## config.mk

```make
export PLATFORM = sky130hd
export DESIGN_NAME = fenc_codec
export DESIGN_NICKNAME = d
export VERILOG_FILES = /design/src/fenc_pkg.sv /design/src/fenc_crc8.sv /design/src/fenc_seq.sv /design/src/fenc_codec.sv
export SDC_FILE = /design/constraint.sdc
export NUM_CORES = 1
export LEC_CHECK = 0
export ABC_AREA = 1
export BUFFER_PORTS_ARGS = -buffer_cell sky130_fd_sc_hd__buf_2
export CORE_ASPECT_RATIO = 1.2
export CORE_MARGIN = 5
export CORE_UTILIZATION = 46
export CTS_CLUSTER_DIAMETER = 40
export DETAILED_ROUTE_END_ITERATION = 12
export PLACE_DENSITY = 0.77
export SYNTH_ARGS = -nofsm -noshare
export SYNTH_HDL_FRONTEND = slang
export SYNTH_SLANG_ARGS = --single-unit
```

## constraint.sdc

```tcl
create_clock -name core_clk -period 2.51 [get_ports core_clk]
set_input_delay 0.6275 -clock core_clk [delete_from_list [all_inputs] [get_ports core_clk]]
set_output_delay 0.6275 -clock core_clk [all_outputs]
set_load 0.05 [all_outputs]
```

## src/fenc_pkg.sv

```systemverilog
// package: symbol codes, word layouts and carrier structs for the flow-credit / n-char codec
package fenc_pkg;

  // ----------------------------------------
  // symbol values (byte value of the 8b/10b symbol, k flag alongside)
  // ----------------------------------------
  localparam logic [7:0] FENC_K28_3      = 8'h7c;
  localparam logic [7:0] FENC_K0_0       = 8'h00;
  localparam logic [7:0] FENC_D0_0       = 8'h00;
  localparam logic [7:0] FENC_K29_7      = 8'hfd;
  localparam logic [7:0] FENC_K30_7      = 8'hfe;

  // ----------------------------------------
  // word layout: lane 0 is least significant and sent first
  // ----------------------------------------
  localparam int FENC_LANES       = 4;
  localparam int FENC_LANE_KCODE  = 0;
  localparam int FENC_LANE_VC     = 1;
  localparam int FENC_LANE_SEQ    = 2;
  localparam int FENC_LANE_CRC    = 3;
  localparam int FENC_VC_W        = 8;
  localparam int FENC_SEQ_CNT_W   = 7;
  localparam int FENC_SEQ_POL_BIT = 7;
  localparam int FENC_NUM_VC      = 8;

  // ----------------------------------------
  // crc-8 over the first three symbols of a flow-credit word
  // ----------------------------------------
  localparam logic [7:0] FENC_CRC_POLY  = 8'h07;
  localparam logic [7:0] FENC_CRC_INIT  = 8'h00;
  localparam logic [7:0] FENC_SEQ_RESET = 8'h00;

  // ----------------------------------------
  // carriers
  // ----------------------------------------
  typedef enum logic [1:0] {
    FENC_NC_DATA,
    FENC_NC_NORMAL_END,
    FENC_NC_ERROR_END,
    FENC_NC_NONE
  } fenc_nchar_kind_t;

  typedef struct packed {
    fenc_nchar_kind_t kind;
    logic [7:0]       data;
  } fenc_nchar_t;

  typedef struct packed {
    logic [3:0]  k;
    logic [31:0] sym;
  } fenc_word_t;

  typedef struct packed {
    logic       valid;
    logic [7:0] vc;
    logic [7:0] seq;
  } fenc_credit_t;

endpackage : fenc_pkg

```

## src/fenc_crc8.sv

```systemverilog
// combinational crc-8 over three symbols of a flow-credit word
module fenc_crc8 (
  input  wire logic [23:0] data,
  output logic      [7:0]  crc
);

  // ----------------------------------------
  // bitwise crc, symbol 0 first, lsb first to match send order
  // ----------------------------------------
  always_comb begin
    logic [7:0] c;
    logic       fb;
    c  = fenc_pkg::FENC_CRC_INIT;
    fb = 1'b0;
    for (int i = 0; i < 24; i++) begin
      fb = c[7] ^ data[i];
      c  = {c[6:0], 1'b0};
      if (fb) begin
        c = c ^ fenc_pkg::FENC_CRC_POLY;
      end
    end
    crc = c;
  end

endmodule : fenc_crc8

```

## src/fenc_seq.sv

```systemverilog
// frame sequence number: polarity flag plus modulo-128 count shared by all framed sends
module fenc_seq (
  input  wire logic       core_clk,
  input  wire logic       reset,
  input  wire logic       flush,
  input  wire logic       retry_start,
  input  wire logic       advance,
  output logic      [7:0] seq_reg
);

  // ----------------------------------------
  // one counter for data, broadcast and flow-credit sends
  // ----------------------------------------
  always_ff @(posedge core_clk) begin
    if (reset || flush) begin
      seq_reg <= fenc_pkg::FENC_SEQ_RESET;
    end else begin
      if (advance) begin
        seq_reg[fenc_pkg::FENC_SEQ_CNT_W-1:0] <=
          seq_reg[fenc_pkg::FENC_SEQ_CNT_W-1:0] + 7'h01;
      end
      if (retry_start) begin
        seq_reg[fenc_pkg::FENC_SEQ_POL_BIT] <= ~seq_reg[fenc_pkg::FENC_SEQ_POL_BIT];
      end
    end
  end

endmodule : fenc_seq

```

## src/fenc_codec.sv

```systemverilog
// top: flow-credit word and n-char symbol codec, transmit and receive
module fenc_codec (
  input  wire logic                  core_clk,
  input  wire logic                  reset,
  // transmit side, from the upper layer
  input  wire logic                  flush,
  input  wire logic                  retry_start,
  input  wire logic                  frame_sent,
  input  wire logic                  credit_req,
  input  wire logic [7:0]            credit_vc,
  input  wire logic [7:0]            buffer_room,
  input  wire fenc_pkg::fenc_nchar_t [3:0] tx_nchar,
  input  wire logic                  tx_nchar_valid,
  output fenc_pkg::fenc_word_t       tx_word_reg,
  output logic                       tx_word_valid_reg,
  output logic                       credit_taken_reg,
  output logic [7:0]                 tx_seq_reg,
  // receive side, from the lane decoder
  input  wire fenc_pkg::fenc_word_t  rx_word,
  input  wire logic                  rx_word_valid,
  input  wire logic [3:0]            rx_sym_err,
  input  wire logic                  rx_sync_ready,
  input  wire logic                  signal_loss,
  output fenc_pkg::fenc_word_t       rx_up_word_reg,
  output logic                       rx_up_valid_reg,
  output fenc_pkg::fenc_nchar_t [3:0] rx_nchar_reg,
  output logic                       rx_nchar_valid_reg,
  output logic [3:0]                 rx_packet_start_reg,
  output fenc_pkg::fenc_credit_t     rx_credit_reg,
  output logic                       rx_crc_err_reg,
  output logic                       rx_seq_err_reg
);

  // ----------------------------------------
  // helpers
  // ----------------------------------------
  // decode of one received symbol, used for every lane
  function automatic fenc_pkg::fenc_nchar_t fenc_decode(input logic k, input logic [7:0] s);
    fenc_pkg::fenc_nchar_t n;
    n.data = s;
    if (!k) begin
      n.kind = fenc_pkg::FENC_NC_DATA;
    end else if (s == fenc_pkg::FENC_K29_7) begin
      n.kind = fenc_pkg::FENC_NC_NORMAL_END;
    end else if (s == fenc_pkg::FENC_K30_7) begin
      n.kind = fenc_pkg::FENC_NC_ERROR_END;
    end else begin
      n.kind = fenc_pkg::FENC_NC_NONE;
    end
    return n;
  endfunction : fenc_decode

  function automatic fenc_pkg::fenc_word_t fenc_err_word();
    fenc_pkg::fenc_word_t w;
    w.k   = 4'h1;
    w.sym = {fenc_pkg::FENC_D0_0, fenc_pkg::FENC_D0_0, fenc_pkg::FENC_D0_0,
             fenc_pkg::FENC_K0_0};
    return w;
  endfunction : fenc_err_word

  // ----------------------------------------
  // transmit: sequence counter and flow-credit word
  // ----------------------------------------
  logic [7:0] seq_now;
  logic       credit_go;
  logic [7:0] tx_crc;

  // a credit waits for the room flag of its channel; vc above range never goes
  // nor does one beside a sent frame: the shared count moves one step per cycle
  assign credit_go = credit_req && !frame_sent &&
                     (credit_vc < 8'(fenc_pkg::FENC_NUM_VC)) &&
                     buffer_room[credit_vc[2:0]];

  fenc_seq u_seq (
    .core_clk    (core_clk),
    .reset       (reset),
    .flush       (flush),
    .retry_start (retry_start),
    .advance     (frame_sent || credit_go),
    .seq_reg     (seq_now)
  );

  fenc_crc8 u_tx_crc (
    .data (
      {seq_now, credit_vc, fenc_pkg::FENC_K28_3}),
    .crc  (tx_crc)
  );

  // strobes apart from the word: they clear every cycle, the word keeps its last value
  always_ff @(posedge core_clk) begin
    if (reset) begin
      tx_word_valid_reg <= 1'b0;
      credit_taken_reg  <= 1'b0;
    end else begin
      tx_word_valid_reg <= credit_go || tx_nchar_valid;
      credit_taken_reg  <= credit_go;
    end
  end

  // credit has priority over n-chars in the same cycle; n-chars are then dropped
  always_ff @(posedge core_clk) begin
    if (reset) begin
      tx_word_reg <= '0;
    end else begin
      if (credit_go) begin
        tx_word_reg.k   <= 4'h1;
        tx_word_reg.sym <= {tx_crc, seq_now, credit_vc, fenc_pkg::FENC_K28_3};
      end else if (tx_nchar_valid) begin
        for (int i = 0; i < fenc_pkg::FENC_LANES; i++) begin
          // no path builds K0.0, so an error word can never leave here
          unique case (tx_nchar[i].kind)
            fenc_pkg::FENC_NC_DATA: begin
              tx_word_reg.k[i]           <= 1'b0;
              tx_word_reg.sym[i*8 +: 8]  <= tx_nchar[i].data;
            end
            fenc_pkg::FENC_NC_NORMAL_END: begin
              tx_word_reg.k[i]           <= 1'b1;
              tx_word_reg.sym[i*8 +: 8]  <= fenc_pkg::FENC_K29_7;
            end
            fenc_pkg::FENC_NC_ERROR_END: begin
              tx_word_reg.k[i]           <= 1'b1;
              tx_word_reg.sym[i*8 +: 8]  <= fenc_pkg::FENC_K30_7;
            end
            fenc_pkg::FENC_NC_NONE: begin
              tx_word_reg.k[i]           <= 1'b0;
              tx_word_reg.sym[i*8 +: 8]  <= fenc_pkg::FENC_D0_0;
            end
          endcase
        end
      end
    end
  end

  always_ff @(posedge core_clk) begin
    if (reset) begin
      tx_seq_reg <= fenc_pkg::FENC_SEQ_RESET;
    end else begin
      tx_seq_reg <= seq_now;
    end
  end

  // ----------------------------------------
  // receive: error substitution
  // ----------------------------------------
  logic       rx_bad;
  logic       rx_block;
  logic       rx_is_credit;
  logic [7:0] rx_crc;
  logic       rx_clean;

  assign rx_block = signal_loss || !rx_sync_ready;
  assign rx_bad   = rx_word_valid && (|rx_sym_err);
  assign rx_clean = rx_word_valid && !rx_block && !rx_bad;
  assign rx_is_credit = rx_word.k == 4'h1 &&
                        rx_word.sym[7:0] == fenc_pkg::FENC_K28_3;

  fenc_crc8 u_rx_crc (
    .data (rx_word.sym[23:0]),
    .crc  (rx_crc)
  );

  // while blocked an error word goes up every cycle, so loss always yields at least one
  always_ff @(posedge core_clk) begin
    if (reset) begin
      rx_up_word_reg  <= '0;
      rx_up_valid_reg <= 1'b0;
    end else begin
      rx_up_valid_reg <= rx_block || rx_word_valid;
      if (rx_block || rx_bad) begin
        rx_up_word_reg <= fenc_err_word();
      end else begin
        rx_up_word_reg <= rx_word;
      end
    end
  end

  // ----------------------------------------
  // receive: n-char decode
  // ----------------------------------------
  always_ff @(posedge core_clk) begin
    if (reset) begin
      rx_nchar_reg       <= '0;
      rx_nchar_valid_reg <= 1'b0;
    end else begin
      rx_nchar_valid_reg <= rx_clean && !rx_is_credit;
      for (int i = 0; i < fenc_pkg::FENC_LANES; i++) begin
        rx_nchar_reg[i] <= fenc_decode(rx_word.k[i], rx_word.sym[i*8 +: 8]);
      end
    end
  end

  // lane i opens a packet when it is data and the nearest lane before it that is not an unknown k-code closed one
  logic       prev_end_reg;
  logic [3:0] start_next;
  logic [4:0] end_chain;

  always_comb begin
    fenc_pkg::fenc_nchar_t n;
    n          = '0;
    end_chain  = '0;
    start_next = '0;
    end_chain[0] = prev_end_reg;
    for (int i = 0; i < fenc_pkg::FENC_LANES; i++) begin
      n = fenc_decode(rx_word.k[i], rx_word.sym[i*8 +: 8]);
      start_next[i] = end_chain[i] && n.kind == fenc_pkg::FENC_NC_DATA;
      if (n.kind == fenc_pkg::FENC_NC_DATA) begin
        end_chain[i+1] = 1'b0;
      end else if (n.kind == fenc_pkg::FENC_NC_NONE) begin
        end_chain[i+1] = end_chain[i];
      end else begin
        end_chain[i+1] = 1'b1;
      end
    end
  end

  always_ff @(posedge core_clk) begin
    if (reset) begin
      prev_end_reg        <= 1'b1;
      rx_packet_start_reg <= '0;
    end else if (rx_clean && !rx_is_credit) begin
      prev_end_reg        <= end_chain[fenc_pkg::FENC_LANES];
      rx_packet_start_reg <= start_next;
    end else begin
      rx_packet_start_reg <= '0;
    end
  end

  // ----------------------------------------
  // receive: flow-credit check
  // ----------------------------------------
  logic [6:0] rx_expect_reg;
  logic       rx_good_credit;
  logic       rx_crc_fail;
  logic       rx_crc_ok;

  // a credit with a bad crc grants nothing; the retry layer sees the flag instead
  assign rx_crc_ok      = rx_crc == rx_word.sym[31:24];
  assign rx_good_credit = rx_clean && rx_is_credit && rx_crc_ok;
  assign rx_crc_fail    = rx_clean && rx_is_credit && !rx_crc_ok;

  always_ff @(posedge core_clk) begin
    if (reset) begin
      rx_credit_reg <= '0;
    end else begin
      rx_credit_reg.valid <= rx_good_credit;
      rx_credit_reg.vc    <= rx_word.sym[15:8];
      rx_credit_reg.seq   <= rx_word.sym[23:16];
    end
  end

  always_ff @(posedge core_clk) begin
    if (reset) begin
      rx_crc_err_reg <= 1'b0;
    end else begin
      rx_crc_err_reg <= rx_crc_fail;
    end
  end

  // ----------------------------------------
  // receive: sequence check
  // ----------------------------------------
  // the count expected next; the upper layer resyncs on flush
  always_ff @(posedge core_clk) begin
    if (reset || flush) begin
      rx_expect_reg  <= '0;
      rx_seq_err_reg <= 1'b0;
    end else begin
      rx_seq_err_reg <= rx_good_credit &&
                        rx_word.sym[22:16] != rx_expect_reg;
      if (rx_good_credit) begin
        rx_expect_reg <= rx_word.sym[22:16] + 7'h01;
      end
    end
  end

endmodule : fenc_codec

```

Word-level counts from Yosys, hierarchy flattened --
Index checks and enable logic that the tools add are counted.
Storage, ports and cells: register bits 147, bits of input ports 106, output and inout port bits 147, word-level logic and storage cells 260
Operators by class: $add $sub $neg 2, $lt $le $gt $ge 2, equal/unequal tests 28, mux-type cells 73, bitwise logic cells 78, reduce and logical (&&, ||, !) cells 49
Operators with widths (count):
- $pmux 8 s4 | 4
- $mux 3 | 40
- $not 3->3 | 38
- $mux 33 | 3
- $eq 8x8->1 const B | 8
- $xor 1x1->1 | 28
- $eq 2x2->1 const B | 12
- $reduce_or 2->1 | 11
- $logic_and 1x1->1 | 16
- $logic_not 2->1 | 8
- $mux 2 | 8
- $add 7x1->7 const B | 2
- $mux 1 | 13
- $xor 1x1->1 const A | 10
- $eq 2x1->1 const B | 4
- $eq 8x7->1 const B | 1
- $eq 8x8->1 | 1
- $lt 8x4->1 const B | 1
- $pmux 1 s2 | 4
- $ne 7x7->1 | 1
- $logic_not 1->1 | 6
- $logic_or 1x1->1 | 6
- $eq 4x1->1 const B | 1
- $lt 3x4->1 const B | 1
- other kinds (4) | 5

Depth between registers and ports, before layout --
depth after elaboration 50, gate-level depth with buffers 24, mapped depth without buffers 24

Cells and area by module --
From an unflattened synthesis, not the netlist that was laid out.
Second synthesis, totals: cells, all modules 1160, area total of the unflattened synthesis 7918.8 µm²
Modules (own cells, without submodules):
- fenc_codec | times used 1, cells an instance 668, area each 5352.6 µm², seq. area each 2782.7 µm²
- fenc_crc8 | times used 2, cells an instance 223, area each 1104.8 µm², seq. area each 0.0 µm²
- fenc_seq | times used 1, cells an instance 46, area each 356.6 µm², seq. area each 160.2 µm²

Worst setup path after synthesis --
OpenSTA, ideal clock, no wires.
kind input-to-reg, start point input rx_word[1] (netlist bit), end point register rx_expect_reg[5], setup time 0.113 ns, data arrival time 2.558 ns, required time 2.397 ns, slack -0.160 ns, stages 21, buffers on the path 1, cells stage by stage inv_1 ha_1 inv_1 nand2_1 nand2_1 inv_1 nand3_2 nand2_2 inv_2 nand2_2 nand3_2 nand2_4 xor2_2 inv_1 nand2_1 nand2_1 nor2_4 nand4_4 buf_6 nor2_1 nor2_1
On the way: word-level cells in the longest chain between the ends 20, elaborated cells on any way between the ends 54, those cells by class eq/ne: 2; mux: 19; bitwise: 30; reduce/logical: 3
RTL lines:
- start: declaration | RTL line fenc_codec.sv:19 | input wire fenc_pkg::fenc_word_t rx_word,
- $xor 1x1->1 | RTL line fenc_crc8.sv:16 | fb = c[7] ^ data[i];
- $mux 3 | RTL line fenc_crc8.sv:18 | if (fb) begin
- $not 3->3 (no line)
- $mux 3 | RTL line fenc_crc8.sv:18
- $not 3->3 (no line)
- $mux 3 | RTL line fenc_crc8.sv:18
- $xor 1x1->1 | RTL line fenc_crc8.sv:16
- $mux 3 | RTL line fenc_crc8.sv:18
- [4 not listed]
- $xor 1x1->1 | RTL line fenc_crc8.sv:16
- $mux 3 | RTL line fenc_crc8.sv:18
- $not 3->3 (no line)
- $mux 3 | RTL line fenc_crc8.sv:18
- $not 3->3 (no line)
- $mux 3 | RTL line fenc_crc8.sv:18
- $eq 8x8->1 | RTL line fenc_codec.sv:237 | assign rx_crc_ok = rx_crc == rx_word.sym[31:24];
- $logic_and 1x1->1 * | RTL line fenc_codec.sv:238 | assign rx_good_credit = rx_clean && rx_is_credit && rx_crc_ok;
- end signal: assignment | RTL line fenc_codec.sv:271 | rx_expect_reg <= rx_word.sym[22:16] + 7'h01;
- end: declaration | RTL line fenc_codec.sv:231 | logic [6:0] rx_expect_reg;
Mark *: on every way between the ends. The rest lies on a longest branch, timed or not. A chain may end at the register's enable or synchronous reset.

Worst setup path after layout --
start point input rx_word[2] (netlist bit), end point register rx_expect_reg[6]
The elaborated chain is that of the path after synthesis.

==> results.toml <==
[yosys]
synth-seq-cells = 147
synth_area_leaders = "dfxtp_1, nand2_1, nor2_1"
synth_top_cell_area_share = 0.405
syn_area_per_cell_um2 = 7.29
synth_nets = 1124
yosysWarningCount = 0
syn_inst = 996
synth_area_um2 = 7260
netlist.top_cell.by_area = "dfxtp_1"
yosysUniqueCellTypes = 34
ys_seq_area_frac = 0.405

[hold_path]
hold_path_depth = 2
hp-start = "rx_word[35]"
worstHoldEndpoint = "rx_packet_start_reg[3]"
hold_path_class = "input port to register"

[drt]
via_count = 7717
drc = 0
wl_um = 24500
via_per_inst = 5.11
drt_iter0_drc = 447
avgRoutedWirePerCell_um = 16.2
ant_nets = 0
drt_pass1_iterations = 5

[finish]
final_common_cell = "buf_2"
layout.nets = 1417
final_area_um2 = 10200
drive_gt1_frac = 0.402
utilization = 0.658
area_growth_pct = 41.1
layout_common_cells = "buf_2, nand2_1, dfxtp_1"

[cts]
clk_pin_slew_worst_paths_ns = 0.06
cts_buffer_depth = 2
clock_latency_ns = 0.43
root_buffer = "clkbuf_16"
cts_tree = "done"
ctsHoldBuffers = 0
cts_sinks = 147
cts_buffers = 17
h-tree-depth = 4

[grt]
antenna_found_initial = 1
grt_pass1_vias = 7279
grt-ovfl-total = 0
grt_max_degree = 46
grtUsageTotal = 0.238
grt_pass1_wl_um = 35500

[floorplan]
core-area_um2 = 15600
dieArea_um2 = 18400
die_w_um = 125
die_h_um = 148
floorplan.rows = 50
ioPinCount = 253
start_util = 0.466

[critical_path]
critPathArrivalTime_ns = 3.00
crit_path_end_kind = "register"
crit_path_start_kind = "input port"
cp_data_required_time_ns = 2.83
reg2reg_depth = 8
reg2reg_to = "tx_word_reg[25]"
cp_max_fo = 7
worstSetupPathType = "input port to register"
r2r_slack_ns = 0.47
worst_r2r_startpoint = "u_seq.seq_reg[1]"

[timing]
post-route-period-util = 1.07
worst_slew_margin_rel = 0.558
slew_violations = 0
fin_crit_ns = 2.68
fin_ws_ns = -0.170
tightest_slew_ns = 0.655
finalSetupViolations = 10
holdWs_ns = 0.401
clock.fmax_ghz = 0.373
rsz0062_at_grt = "yes"
fin_worst_skew_ns = 0.00844
final-hold-violation-count = 0

[outcome]
failed_checks = "negative setup slack"
status = "finished, violations left"

[placement]
hpwl_um = 17700
finalWeightedCongestion = 0.896
port_buffers = 252
dpl_cell_area_um2 = 9030

[run]
drv_cap = 0

[power_and_ir_drop]
leakage_nw = 5.36
power_mw = 7.34
ir_drop_v = 0.000429
power_density_nw_per_um2 = 716
## power breakdown
group          total (mW)  internal [mW]  switching, mW  leakage, nW
Clock                2.58           1.53           1.05        0.289
Combinational        2.28          0.744           1.54         3.87
Sequential           2.47           2.43         0.0414         1.21
Total                7.34           4.70           2.63         5.36
## routing by layer
metal  part of all wire  wire (um)  global-route usage
met1               0.36       8710               0.250
met2               0.51      12500               0.442
met3              0.090       2210              0.0799
met4              0.043       1050              0.0850
met5            0.00029          7                   0
## final cells by class
| type | count | area (um2) |
|---|---|---|
| sequential | 147 | 2940 |
| fill | 1243 | 5330 |
| tap | 208 | 260 |
| multi-input combinational | 694 | 4220 |
| clock buffer | 19 | 453 |
| clock inverter | 12 | 144 |
| inverter | 115 | 439 |
| timing repair buffer | 314 | 1790 |
| antenna | 1 | 2.50 |
## through the flow
step	setup TNS [ns]	std cells	setup slack, ns
after floorplan	-0.938	996	-0.139
after global placement	-3.68	1474	-0.375
after detailed placement	-4.41	1474	-0.454
after CTS	0	1505	0.00296
after global routing	-2.44	1509	-0.314
final	-1.32	1510	-0.170
## logic make-up (layout without fill, tap and decap cells)
| kind of cell | after synthesis | in the layout | share of synthesized area |
|---|---|---|---|
| compound gates | 113 | 113 | 0.0839 |
| flops | 147 | 147 | 0.405 |
| buf+inv | 156 | 460 | 0.0906 |
| fa+ha+maj | 22 | 22 | 0.0379 |
| xor+xnor | 48 | 48 | 0.0636 |
| simple gates | 510 | 511 | 0.319 |
| other cells | 0 | 1 | 0 |
## critical path, stage by stage
cell and delay, ns:
buf_4 0.13, ha_4 0.23, nand3b_1 0.23, nand2_2 0.17
inv_2 0.06, nand2_2 0.08, nand2_4 0.08, nor2_2 0.16
nor2_2 0.06, nand2_2 0.11, nand2_2 0.07, nand2_1 0.08
nand2_1 0.09, nor2_2 0.11, nand3_2 0.10, nor2_4 0.22
nand4_4 0.19, nor2_1 0.14, nor2_1 0.06
## worst max-delay path by stage
stage	start	end	slack (ns)	depth (start not counted)
final	rx_word[2]	rx_expect_reg[6]	-0.17	19
after global routing	rx_word[3]	rx_expect_reg[2]	-0.31	23
after CTS	rx_word[1]	rx_expect_reg[5]	0.003	24
after detailed placement	rx_word[2]	rx_expect_reg[5]	-0.45	20
after global placement	rx_word[2]	rx_expect_reg[2]	-0.37	16
after floorplan	rx_word[1]	rx_expect_reg[5]	-0.14	21
## Yosys cell counts (all sizes together)
master  count
a211oi      1
o21ai      52
nor3       19
xor2       25
xnor2      23
dfxtp     147
a31oi       4
a32oi       1
clkbuf     22
or2         2
nor4        5
a21oi      42
buf        19
o31ai       2
ha         22
nand2     268
nand3b      2
nand3      66
o211ai     11
nand4       9
nor2      139
inv       115
## what timing repair did
action                     CTS  global route
gates cloned                 0             1
setup buffers                0             4
setup endpoints to repair    4            10
gates resized for setup      2           145
pin swaps                    1            67
Power figures use the tool's default switching activity.
